--- src/flash_port_pkg.sv ---
// Package with the constants and types of the multi-lane flash port.
package flash_port_pkg;

  // Lane widths of a command phase; the value is bits per clock.
  typedef enum logic [2:0] {
    LANE_X1 = 3'h1,
    LANE_X2 = 3'h2,
    LANE_X4 = 3'h4
  } lanes_t;

  // Command shape supplied by the core after each instruction.
  typedef struct packed {
    lanes_t     addr_lanes;
    lanes_t     data_lanes;
    logic [2:0] addr_bytes;
    logic [4:0] dummy_clks;
    logic       is_read;
  } cmd_cfg_t;

  // One received byte of address or write data.
  typedef struct packed {
    logic [7:0] data;
    logic       is_addr;
  } rx_beat_t;

  // Command phases, Gray coded along the usual path.
  typedef enum logic [2:0] {
    ST_IDLE  = 3'h0,
    ST_OPC   = 3'h1,
    ST_CFG   = 3'h3,
    ST_ADDR  = 3'h2,
    ST_DUMMY = 3'h6,
    ST_DATA  = 3'h7
  } state_t;

  // Pin bundle layout: {lane3, lane2, lane1, lane0, select_n, sck}.
  localparam int         PIN_W     = 6;
  localparam int         PIN_SCK   = 0;
  localparam int         PIN_SEL   = 1;
  localparam int         PIN_LANE  = 2;
  // Pins rest with select high and the pulled-up lanes 2 and 3 high.
  localparam logic [5:0] PIN_RST   = 6'h32;
  localparam logic [3:0] BYTE_BITS = 4'h8;
  localparam logic [3:0] OE_OFF    = 4'hf;

endpackage : flash_port_pkg

--- src/pin_sync.sv ---
// Two-stage synchroniser for the pins that arrive from the host.
`timescale 1ns/100ps
`default_nettype none

module pin_sync (
  input  wire logic                             clk,
  input  wire logic                             sys_rst,
  input  wire logic [flash_port_pkg::PIN_W-1:0] pins,
  output logic      [flash_port_pkg::PIN_W-1:0] pins_s
);
  import flash_port_pkg::*;

  logic [PIN_W-1:0] meta_r;
  logic [PIN_W-1:0] sync_r;

  // The first stage feeds only the second one; metastability settles between them.
  always_ff @(posedge clk) begin
    if (sys_rst) begin
      meta_r <= PIN_RST;
      sync_r <= PIN_RST;
    end else begin
      meta_r <= pins;
      sync_r <= meta_r;
    end
  end

  assign pins_s = sync_r;

endmodule : pin_sync

`default_nettype wire

--- src/spi_multi_io_flash_port.sv ---
// Pin-level serial port of a flash memory with single, dual and quad lanes.
`timescale 1ns/100ps
`default_nettype none

module spi_multi_io_flash_port (
  input  wire logic                     clk,
  input  wire logic                     sys_rst,
  input  wire logic                     sck,
  input  wire logic                     device_select_n,
  input  wire logic [3:0]               lane_in,
  output logic      [3:0]               lane_out,
  output logic      [3:0]               lane_oe_n,
  input  wire logic                     quad_enable,
  input  wire logic                     busy,
  input  wire flash_port_pkg::cmd_cfg_t cfg,
  input  wire logic [7:0]               tx_data,
  output logic      [7:0]               opcode,
  output logic                          opcode_stb,
  output flash_port_pkg::rx_beat_t      rx_beat,
  output logic                          rx_stb,
  output logic                          tx_take,
  output logic                          cmd_done,
  output logic                          write_protect_n,
  output logic                          paused,
  output logic                          standby
);
  import flash_port_pkg::*;

  // Shift the incoming lanes into a byte, most significant bits first.
  function automatic logic [7:0] shift_in(input logic [7:0] s, input logic [3:0] p,
                                          input lanes_t w);
    case (w)
      LANE_X2: shift_in = {s[5:0], p[1:0]};
      LANE_X4: shift_in = {s[3:0], p};
      default: shift_in = {s[6:0], p[0]};
    endcase
  endfunction : shift_in

  // Place the top bits of a byte on the lanes; serial data leaves on lane 1.
  function automatic logic [3:0] lane_drive(input logic [7:0] b, input lanes_t w);
    case (w)
      LANE_X2: lane_drive = {2'h0, b[7:6]};
      LANE_X4: lane_drive = b[7:4];
      default: lane_drive = {2'h0, b[7], 1'b0};
    endcase
  endfunction : lane_drive

  // Drop the bits just placed on the lanes.
  function automatic logic [7:0] shift_out(input logic [7:0] b, input lanes_t w);
    case (w)
      LANE_X2: shift_out = {b[5:0], 2'h0};
      LANE_X4: shift_out = {b[3:0], 4'h0};
      default: shift_out = {b[6:0], 1'b0};
    endcase
  endfunction : shift_out

  // Active-low enables of the lanes that carry read data.
  function automatic logic [3:0] oe_mask(input lanes_t w);
    case (w)
      LANE_X2: oe_mask = 4'hc;
      LANE_X4: oe_mask = 4'h0;
      default: oe_mask = 4'hd;
    endcase
  endfunction : oe_mask

  logic [PIN_W-1:0] pins_s;
  logic             sck_d_r;
  logic             sel_n_d_r;
  logic [1:0]       flush_r;
  logic             armed_r;
  state_t           state_r;
  state_t           state_nxt;
  cmd_cfg_t         cfg_r;
  logic [7:0]       sreg_r;
  logic [3:0]       bit_cnt_r;
  logic [2:0]       byte_cnt_r;
  logic [4:0]       dum_cnt_r;
  logic [7:0]       txs_r;
  logic [3:0]       tx_left_r;
  logic             drive_en_r;
  logic [3:0]       lane_out_r;
  logic [3:0]       lane_oe_n_r;
  logic [7:0]       opcode_r;
  logic             opcode_stb_r;
  rx_beat_t         rx_beat_r;
  logic             rx_stb_r;
  logic             tx_take_r;
  logic             cmd_done_r;
  logic             wp_n_r;
  logic             paused_r;
  logic             standby_r;

  // Every pin from the host crosses into the clk domain first.
  pin_sync u_sync (
    .clk     (clk),
    .sys_rst (sys_rst),
    .pins    ({lane_in, device_select_n, sck}),
    .pins_s  (pins_s)
  );

  // Select and clock edges; the port is deaf while deselected or paused.
  wire       sck_s    = pins_s[PIN_SCK];
  wire       sel_n_s  = pins_s[PIN_SEL];
  wire [3:0] lane_s   = pins_s[PIN_LANE +: 4];
  wire       sel      = ~sel_n_s;
  wire       sel_fall = ~sel_n_s & sel_n_d_r & armed_r;
  wire       sel_rise = sel_n_s & ~sel_n_d_r;
  wire       live     = sel & ~paused_r;
  wire       rise     = live & sck_s & ~sck_d_r;
  wire       fall     = live & ~sck_s & sck_d_r;

  // Phase decode shared by the shifters and the pin functions.
  wire    in_opc    = state_r == ST_OPC;
  wire    in_addr   = state_r == ST_ADDR;
  wire    in_dummy  = state_r == ST_DUMMY;
  wire    in_data   = state_r == ST_DATA;
  wire    rd_phase  = in_data & cfg_r.is_read;
  wire    wr_phase  = in_data & ~cfg_r.is_read;
  wire    quad_cmd  = (in_addr | in_dummy | in_data)
                      & (cfg_r.addr_lanes == LANE_X4 | cfg_r.data_lanes == LANE_X4);
  // The instruction is always serial on lane 0.
  wire lanes_t in_w = in_opc ? LANE_X1
                    : in_addr ? cfg_r.addr_lanes : cfg_r.data_lanes;
  wire [3:0] bit_sum  = bit_cnt_r + {1'b0, in_w};
  wire       byte_end = bit_sum == BYTE_BITS;
  wire       take_in  = rise & (in_opc | in_addr | wr_phase);
  wire [7:0] sreg_in  = shift_in(sreg_r, lane_s, in_w);
  wire       addr_end = rise & in_addr & byte_end
                        & (byte_cnt_r == cfg_r.addr_bytes - 3'h1);
  wire       dum_end  = rise & in_dummy & (dum_cnt_r == cfg_r.dummy_clks - 5'h1);
  wire       tx_empty = tx_left_r == 4'h0;
  wire [7:0] tx_word  = tx_empty ? tx_data : txs_r;
  wire lanes_t out_w  = cfg_r.data_lanes;

  // Phase sequencing; a deselect always ends the command.
  always_comb begin
    state_nxt = state_r;
    case (state_r)
      ST_IDLE:  if (sel_fall) state_nxt = ST_OPC;
      ST_OPC:   if (rise && byte_end) state_nxt = ST_CFG;
      ST_CFG: begin
        if (cfg.addr_bytes != 3'h0) state_nxt = ST_ADDR;
        else if (cfg.dummy_clks != 5'h0) state_nxt = ST_DUMMY;
        else state_nxt = ST_DATA;
      end
      ST_ADDR: begin
        if (addr_end) state_nxt = (cfg_r.dummy_clks != 5'h0) ? ST_DUMMY : ST_DATA;
      end
      ST_DUMMY: if (dum_end) state_nxt = ST_DATA;
      ST_DATA:  state_nxt = ST_DATA;
      default:  state_nxt = ST_IDLE;
    endcase
    if (sel_n_s) state_nxt = ST_IDLE;
  end

  // Edge history and phase register.
  always_ff @(posedge clk) begin
    if (sys_rst) begin
      sck_d_r   <= 1'b0;
      sel_n_d_r <= 1'b1;
      state_r   <= ST_IDLE;
    end else begin
      sck_d_r   <= sck_s;
      sel_n_d_r <= sel_n_s;
      state_r   <= state_nxt;
    end
  end

  // The synchroniser shows its rest values for two cycles after reset.
  // A select that was already low would then look like a fresh fall, so the
  // port arms only once it has seen a real high level on the select pin.
  // The cost is that a host must raise select once before its first command.
  always_ff @(posedge clk) begin
    if (sys_rst) begin
      flush_r <= 2'h0;
      armed_r <= 1'b0;
    end else begin
      flush_r <= {flush_r[0], 1'b1};
      if (flush_r[1] && sel_n_s) armed_r <= 1'b1;
    end
  end

  // The core answers the instruction strobe with the command shape.
  always_ff @(posedge clk) begin
    if (sys_rst) cfg_r <= '0;
    else if (state_r == ST_CFG) cfg_r <= cfg;
  end

  // Input shifter and bit counter, advanced on rising clock only.
  always_ff @(posedge clk) begin
    if (sys_rst || !(in_opc || in_addr || wr_phase)) begin
      sreg_r    <= 8'h00;
      bit_cnt_r <= 4'h0;
    end else if (take_in) begin
      sreg_r    <= sreg_in;
      bit_cnt_r <= byte_end ? 4'h0 : bit_sum;
    end
  end

  // Address byte and dummy clock counters.
  always_ff @(posedge clk) begin
    if (sys_rst || !in_addr) byte_cnt_r <= 3'h0;
    else if (rise && byte_end) byte_cnt_r <= byte_cnt_r + 3'h1;
    if (sys_rst || !in_dummy) dum_cnt_r <= 5'h0;
    else if (rise) dum_cnt_r <= dum_cnt_r + 5'h1;
  end

  // Received instruction and data bytes go to the core as strobes.
  always_ff @(posedge clk) begin
    if (sys_rst) begin
      opcode_r     <= 8'h00;
      opcode_stb_r <= 1'b0;
      rx_beat_r    <= '0;
      rx_stb_r     <= 1'b0;
    end else begin
      opcode_stb_r <= take_in & in_opc & byte_end;
      rx_stb_r     <= take_in & ~in_opc & byte_end;
      if (take_in && in_opc && byte_end) opcode_r <= sreg_in;
      if (take_in && !in_opc && byte_end) rx_beat_r <= '{data: sreg_in, is_addr: in_addr};
    end
  end

  // Read data moves only after a falling clock, ready for the next rise.
  // A fresh byte is taken from the core whenever the shifter runs dry.
  always_ff @(posedge clk) begin
    if (sys_rst || !rd_phase) begin
      txs_r      <= 8'h00;
      tx_left_r  <= 4'h0;
      lane_out_r <= 4'h0;
      drive_en_r <= 1'b0;
      tx_take_r  <= 1'b0;
    end else begin
      tx_take_r <= fall & tx_empty;
      if (fall) begin
        lane_out_r <= lane_drive(tx_word, out_w);
        txs_r      <= shift_out(tx_word, out_w);
        tx_left_r  <= (tx_empty ? BYTE_BITS : tx_left_r) - {1'b0, out_w};
        drive_en_r <= 1'b1;
      end
    end
  end

  // Lanes float unless selected, unpaused and in the read data phase.
  // The held bit reappears after a pause because the shifter stood still.
  always_ff @(posedge clk) begin
    if (sys_rst) lane_oe_n_r <= OE_OFF;
    else if (sel && !paused_r && rd_phase && (drive_en_r || fall))
      lane_oe_n_r <= oe_mask(out_w);
    else lane_oe_n_r <= OE_OFF;
  end

  // The pause pin only acts outside quad commands, and only while sck is low.
  always_ff @(posedge clk) begin
    if (sys_rst || !sel) paused_r <= 1'b0;
    else if (!sck_s) paused_r <= ~lane_s[3] & ~quad_cmd;
  end

  // Write protect level for the protection logic; quad use overrides it.
  always_ff @(posedge clk) begin
    if (sys_rst) wp_n_r <= 1'b1;
    else wp_n_r <= (quad_enable | quad_cmd) ? 1'b1 : lane_s[2];
  end

  // Power state and command end; internal operations ride through a pause.
  always_ff @(posedge clk) begin
    if (sys_rst) begin
      standby_r  <= 1'b1;
      cmd_done_r <= 1'b0;
    end else begin
      standby_r  <= sel_n_s & ~busy;
      cmd_done_r <= sel_rise;
    end
  end

  // All outputs come straight from flip-flops.
  assign lane_out        = lane_out_r;
  assign lane_oe_n       = lane_oe_n_r;
  assign opcode          = opcode_r;
  assign opcode_stb      = opcode_stb_r;
  assign rx_beat         = rx_beat_r;
  assign rx_stb          = rx_stb_r;
  assign tx_take         = tx_take_r;
  assign cmd_done        = cmd_done_r;
  assign write_protect_n = wp_n_r;
  assign paused          = paused_r;
  assign standby         = standby_r;

endmodule : spi_multi_io_flash_port

`default_nettype wire

--- config.mk ---
export PLATFORM = sky130hd
export DESIGN_NAME = spi_multi_io_flash_port
export DESIGN_NICKNAME = d
export VERILOG_FILES = /design/src/flash_port_pkg.sv /design/src/pin_sync.sv /design/src/spi_multi_io_flash_port.sv
export SDC_FILE = /design/constraint.sdc
export NUM_CORES = 1
export LEC_CHECK = 0
export ABC_AREA = 1
export BUFFER_PORTS_ARGS = -buffer_cell sky130_fd_sc_hd__clkbuf_2
export CAP_MARGIN = 30
export CORE_MARGIN = 1.5
export CORE_UTILIZATION = 40
export DETAILED_ROUTE_END_ITERATION = 12
export GPL_ROUTABILITY_DRIVEN = 0
export SYNTH_ARGS = -nofsm -noshare
export SYNTH_HDL_FRONTEND = slang
export SYNTH_HIERARCHICAL = 1
export SYNTH_SLANG_ARGS = --single-unit
--- constraint.sdc ---
create_clock -name clk -period 7.9 [get_ports clk]
set_clock_uncertainty 0.15 [all_clocks]
set_input_delay 1.58 -clock clk [delete_from_list [all_inputs] [get_ports clk]]
set_output_delay 1.58 -clock clk [all_outputs]
set_load 0.01 [all_outputs]
After elaboration in Yosys (flattened, before gate mapping)
Index checks and enable logic that the tools add are counted. W data, S select, Z words.

Bits of input ports: 33. Register bits: 99. Output and inout port bits: 32. Word-level logic and storage cells: 146.

$add $sub $neg: 6. Equal/unequal tests: 17. Bitwise logic cells: 41. Reduce and logical (&&, ||, !) cells: 32. Mux-type cells: 18.

Operators by type and width (count): $pmux W8 S2 (2); $and A1 B1 Y1 (24); $mux W3 (7); $pmux W3 S6 (1); $pmux W4 S2 (2); $eq A3 B3 Y1 const B (5); $eq A3 B2 Y1 const B (4); $not A1 Y1 (11); $reduce_bool A5 Y1 (2); $logic_and A1 B1 Y1 (9); $logic_or A1 B1 Y1 (8); $mux W4 (2); $mux W8 (1); $logic_not A1 Y1 (6); $ne A2 B1 Y1 const B (3); $or A1 B1 Y1 (6); $reduce_or A2 Y1 (3); $add A5 B1 Y5 const B (1); $eq A5 B5 Y1 (1); $sub A5 B1 Y5 const B (1); $add A4 B3 Y4 (1); $eq A4 B4 Y1 const B (1); $logic_not A4 Y1 (1); $reduce_and A4 Y1 (1); other kinds (9) (11).

Longest topological paths before layout
Depth in word-level cells: 9. Mapped depth: 19.

Modules after synthesis
Netlist, hierarchy kept.

Modules (own cells, without submodules): spi_multi_io_flash_port (times used 1, cells an instance 593, sequential area each 1701.6 µm², area each 4339.2 µm²); pin_sync (times used 1, cells an instance 37, sequential area each 240.2 µm², area each 336.6 µm²).

Worst setup path before layout
No wires, ideal clock.

Kind: reg2reg. Start: register state_r[2]. End: register rx_beat_r, in the netlist rx_beat[3]. Stages on the path, launching flop included: 17. Arrival time: 2.620 ns. Period minus slack after synthesis: 2.879 ns. Setup slack: 5.021 ns. Library setup time: 0.109 ns. Data required time: 7.641 ns. Cells stage by stage: dfxtp_1 -> nor2_4 -> nand2_4 -> nand2_1 -> o21ai_4 -> nand2_4 -> ha_1 -> inv_1 -> fa_1 -> nand2_1 -> nor2_2 -> nand2_1 -> nor3_4 -> buf_6 -> nand3_1 -> nand2_1 -> inv_1.

Longest elaborated chain between the ends: 6. Elaborated cells between the ends (all ways): 17. Classes of those cells: add/sub (1); eq/ne (6); mux (3); bitwise (4); reduce/logical (3).

Ends and longest elaborated chain: from (decl) (RTL line spi_multi_io_flash_port.sv:71) `state_t state_r;`; from (signal assigned) (RTL line spi_multi_io_flash_port.sv:165) `state_r <= state_nxt;`; $eq A3 B2 Y1 (tied with other cells) (RTL line spi_multi_io_flash_port.sv:114) `wire in_addr = state_r == ST_ADDR;`; $mux W3 (tied with other cells) (RTL line spi_multi_io_flash_port.sv:123) `: in_addr ? cfg_r.addr_lanes : cfg_r.data_lanes;`; $mux W3 / $or A1 B1 Y1 (equally long branches) (RTL line spi_multi_io_flash_port.sv:122, spi_multi_io_flash_port.sv:126); $add A4 B3 Y4 / $and A1 B1 Y1 (equally long branches) (RTL line spi_multi_io_flash_port.sv:124, spi_multi_io_flash_port.sv:126); $eq A4 B4 Y1 / $logic_and A1 B1 Y1 (equally long branches) (RTL line spi_multi_io_flash_port.sv:125, spi_multi_io_flash_port.sv:219); $logic_and A1 B1 Y1 (RTL line spi_multi_io_flash_port.sv:219) `if (take_in && !in_opc && byte_end) rx_beat_r <= '{data: sreg_in, is_addr: in_addr};`; to (signal assigned) (RTL line spi_multi_io_flash_port.sv:219); to (decl) (RTL line spi_multi_io_flash_port.sv:85) `rx_beat_t rx_beat_r;`.

Parallel ways exist; a longest one is shown, timed or not. A chain may end at the register's enable or synchronous reset.

Worst setup path in the final report
Start: register state_r[2]. End: register rx_beat_r, in the netlist rx_beat[0].

The elaborated chain is that of the path after synthesis.

==> out/metrics.cfg <==
[run_status]
status = finished clean

[run]
cap_violations = 0

[synth]
netlist_area_sq_um = 4680
synth.area.top_cells = dfxtp_1, nand2_1, inv_1
synth_warnings = 6
synth_cell_types = 47
synthesis.nets = 675
synth_top_area_share_pct = 41.5
yosysTopAreaCell = dfxtp_1
syn_inst = 630
postSynthAreaPerCell_sq_um = 7.42
ys_ff_latch = 97
ys_seq_area_share_pct = 41.5

[hold_path]
holdPathStages = 2
hold_path_class = flip-flop to flip-flop

[detailed_routing]
drtIter0Drc = 199
drt-total-wl_um = 10600
vias_per_cell = 4.86
dr.pass1.iters = 5
ant_nets = 0
vias = 4072
drc = 0
avgRoutedWirePerCell_um = 12.7

[clock_tree]
numCtsBuffers = 9
post_cts_buffers = 0
holdBufCountCts = 0
cts.sinks = 97
clk_pin_slew_worst_paths_ns = 0.07
cts_max_level = 3
clock_latency_ns = 0.35
clockRootBuffer = clkbuf_16
cts_tree = built
cts-resized-gates = 0
max-clock-path-buffers = 2

[timing]
period_share_pct = 44.2
fin_setup_tns_ns = 0
slew_viol_final = 0
setup_viol = 0
hold_violations = 0
finalCriticalPeriod_ns = 3.49
worst_slack_ns = 4.41
worstMarginPinSlew_ns = 0.806
slew_headroom_pct = 46.1
fmax_mhz = 287
rsz0062_at_grt = false

[die]
rows = 39
fp.dieH_um = 111
core_area_sq_um = 11400
pin_count = 65
die_w_um = 111
die_area_sq_um = 12300
initial_utilization_pct = 40.9

[global_route]
grt_first_pass_wirelength_um = 18000
track_usage_pct = 17.9
overflow = 0
antenna_found_initial = 0
grt_start_max_net_pins = 36
grt_pass1_vias = 3976

[worst_setup_path]
start_kind = flip-flop
critPathKind = flip-flop to flip-flop
cp.arrival_ns = 3.58
cp.required_ns = 7.99
reg2reg_depth = 15
r2r_slack_ns = 4.41
end_kind = flip-flop
path_max_fanout = 17

[cells_and_area]
synthToLayoutAreaGrowth_pct = 15.8
fillers = 1151
diodes = 0
nets = 735
final_layout_size_suffix_gt1_share_pct = 17.7

[placed_design]
preCtsSetupSlack_ns = 4.40
io_buffers = 64
hpwl_um = 7960

[power]
p_leak_nw = 2.47
power_density_nw_per_um2 = 180
ir_drop_v = 0.000108

[path summary, 6_finish.rpt]
path / startpoint / endpoint
setup / recovery: state_r[2]$_SDFFE_PP0P_ / rx_beat[0]$_SDFFE_PP0P_
hold / removal: u_sync/meta_r[0]$_SDFF_PP0_ / u_sync/pins_s[0]$_SDFF_PP0_
setup reg to reg: state_r[2]$_SDFFE_PP0P_ / rx_beat[0]$_SDFFE_PP0P_
hold reg to reg: u_sync/meta_r[0]$_SDFF_PP0_ / u_sync/pins_s[0]$_SDFF_PP0_
[per-stage QoR]
stage	utilization, %	power (W)	hold WS (ns)	std cells	instance area [sq um]
final	47.4	0.000976	0.251	838	5410
after global routing	47.4	0.00101	0.280	838	5410
after CTS	47.4	0.000989	0.252	838	5410
after detailed placement	44.7	0.000534	0.242	822	5100
after global placement	44.7	0.000533	0.246	822	5100
after floorplan	-	0.000519	0.237	630	4680
[sequential cells by signal, indices dropped and copies added, names as in the netlist, 4 cells and up]
name and cells:
bit_cnt_r 4, cfg_r 12, dum_cnt_r 5, lane_out 4, opcode 8, rx_beat 9, sreg_r 7, tx_left_r 4
txs_r 7, u_sync/meta_r 6, u_sync/pins_s 6
[final cells by class]
class	instances	area (sq um)	area share (%)
multi-input combinational	407	2240	41.5
sequential	97	1940	35.9
inverter	111	417	7.70
timing repair buffer	64	320	5.92
clock buffer	10	239	4.41
tap	143	179	3.30
clock inverter	6	72.6	1.34
[cell usage after synthesis, drive strengths merged]
cell type    n
nand2      117
inv        110
dfxtp       97
nor2        85
nand3       53
o21ai       39
a21oi       29
o21a        15
nor3        13
a211oi      10
ha          10
clkbuf       9
nand4        8
buf          6
xor2         5
o22ai        4
a31oi        2
fa           2
nor3b        2
o221ai       2
a22oi        1
a2bb2oi      1
and3         1
clkinv       1
mux2         1
mux2i        1
nand3b       1
o211ai       1
o21bai       1
or2          1
or4          1
xnor2        1
[cells in the final DEF (no fill, tap or decap), types with 2 or more instances in the layout]
master and count:
nand2_1 106, inv_1 102, dfxtp_1 97, nor2_1 76, clkbuf_2 64, nand3_1 48
o21ai_0 33, a21oi_1 28, o21a_1 15, nor3_1 11, a211oi_1 10, ha_1 10
clkbuf_16 9, inv_2 8, nand4_1 8, nand2_4 6, nor2_2 5, nand2_2 5
xor2_1 5, o21ai_2 4, o22ai_1 4, nand3_2 3, inv_6 3, nor2_4 2
nor2_8 2, nor3_4 2, nand3_4 2, o221ai_1 2, a31oi_1 2, nor3b_1 2
fa_1 2
[kinds of logic (layout without fill, tap and decap cells)]
logic type	count (synthesis)	after routing	share of synthesized area, %
AO/OA/AOI/OAI	105	105	13.8
XOR/XNOR	6	6	1.12
adder cells (fa/ha/maj)	12	12	3.53
buffers and inverters	126	191	10.5
flip-flops	97	97	41.5
multiplexers	2	2	0.455
AND/OR/NAND/NOR	282	282	29.1
[report_power, final]
| part | total [W] | internal [W] | switching (W) |
|---|---|---|---|
| clock network | 0.000454 | 0.000258 | 0.000196 |
| registers | 0.000495 | 0.000493 | 0.00000203 |
| logic | 0.0000269 | 0.0000106 | 0.0000163 |
[metal layers]
layer	part of all wire, %	global-route usage [%]
met1	48	23.3
met5	0	0
met3	5.0	3.83
met4	1.0	6.16
met2	46	29.4
[critical path, cell delays in order, from the launching register on]
cell	delay, ns
dfxtp_1	0.39
nor2_4	0.16
nand2_4	0.10
nand2_1	0.12
o21ai_4	0.12
nand2_4	0.12
ha_1	0.19
inv_1	0.07
fa_1	0.53
nand2_1	0.08
nor2_2	0.18
nand2_1	0.13
nor3_4	0.63
inv_1	0.17
o21ai_0	0.18
nor2_1	0.05
Power figures use the tool's default switching activity.
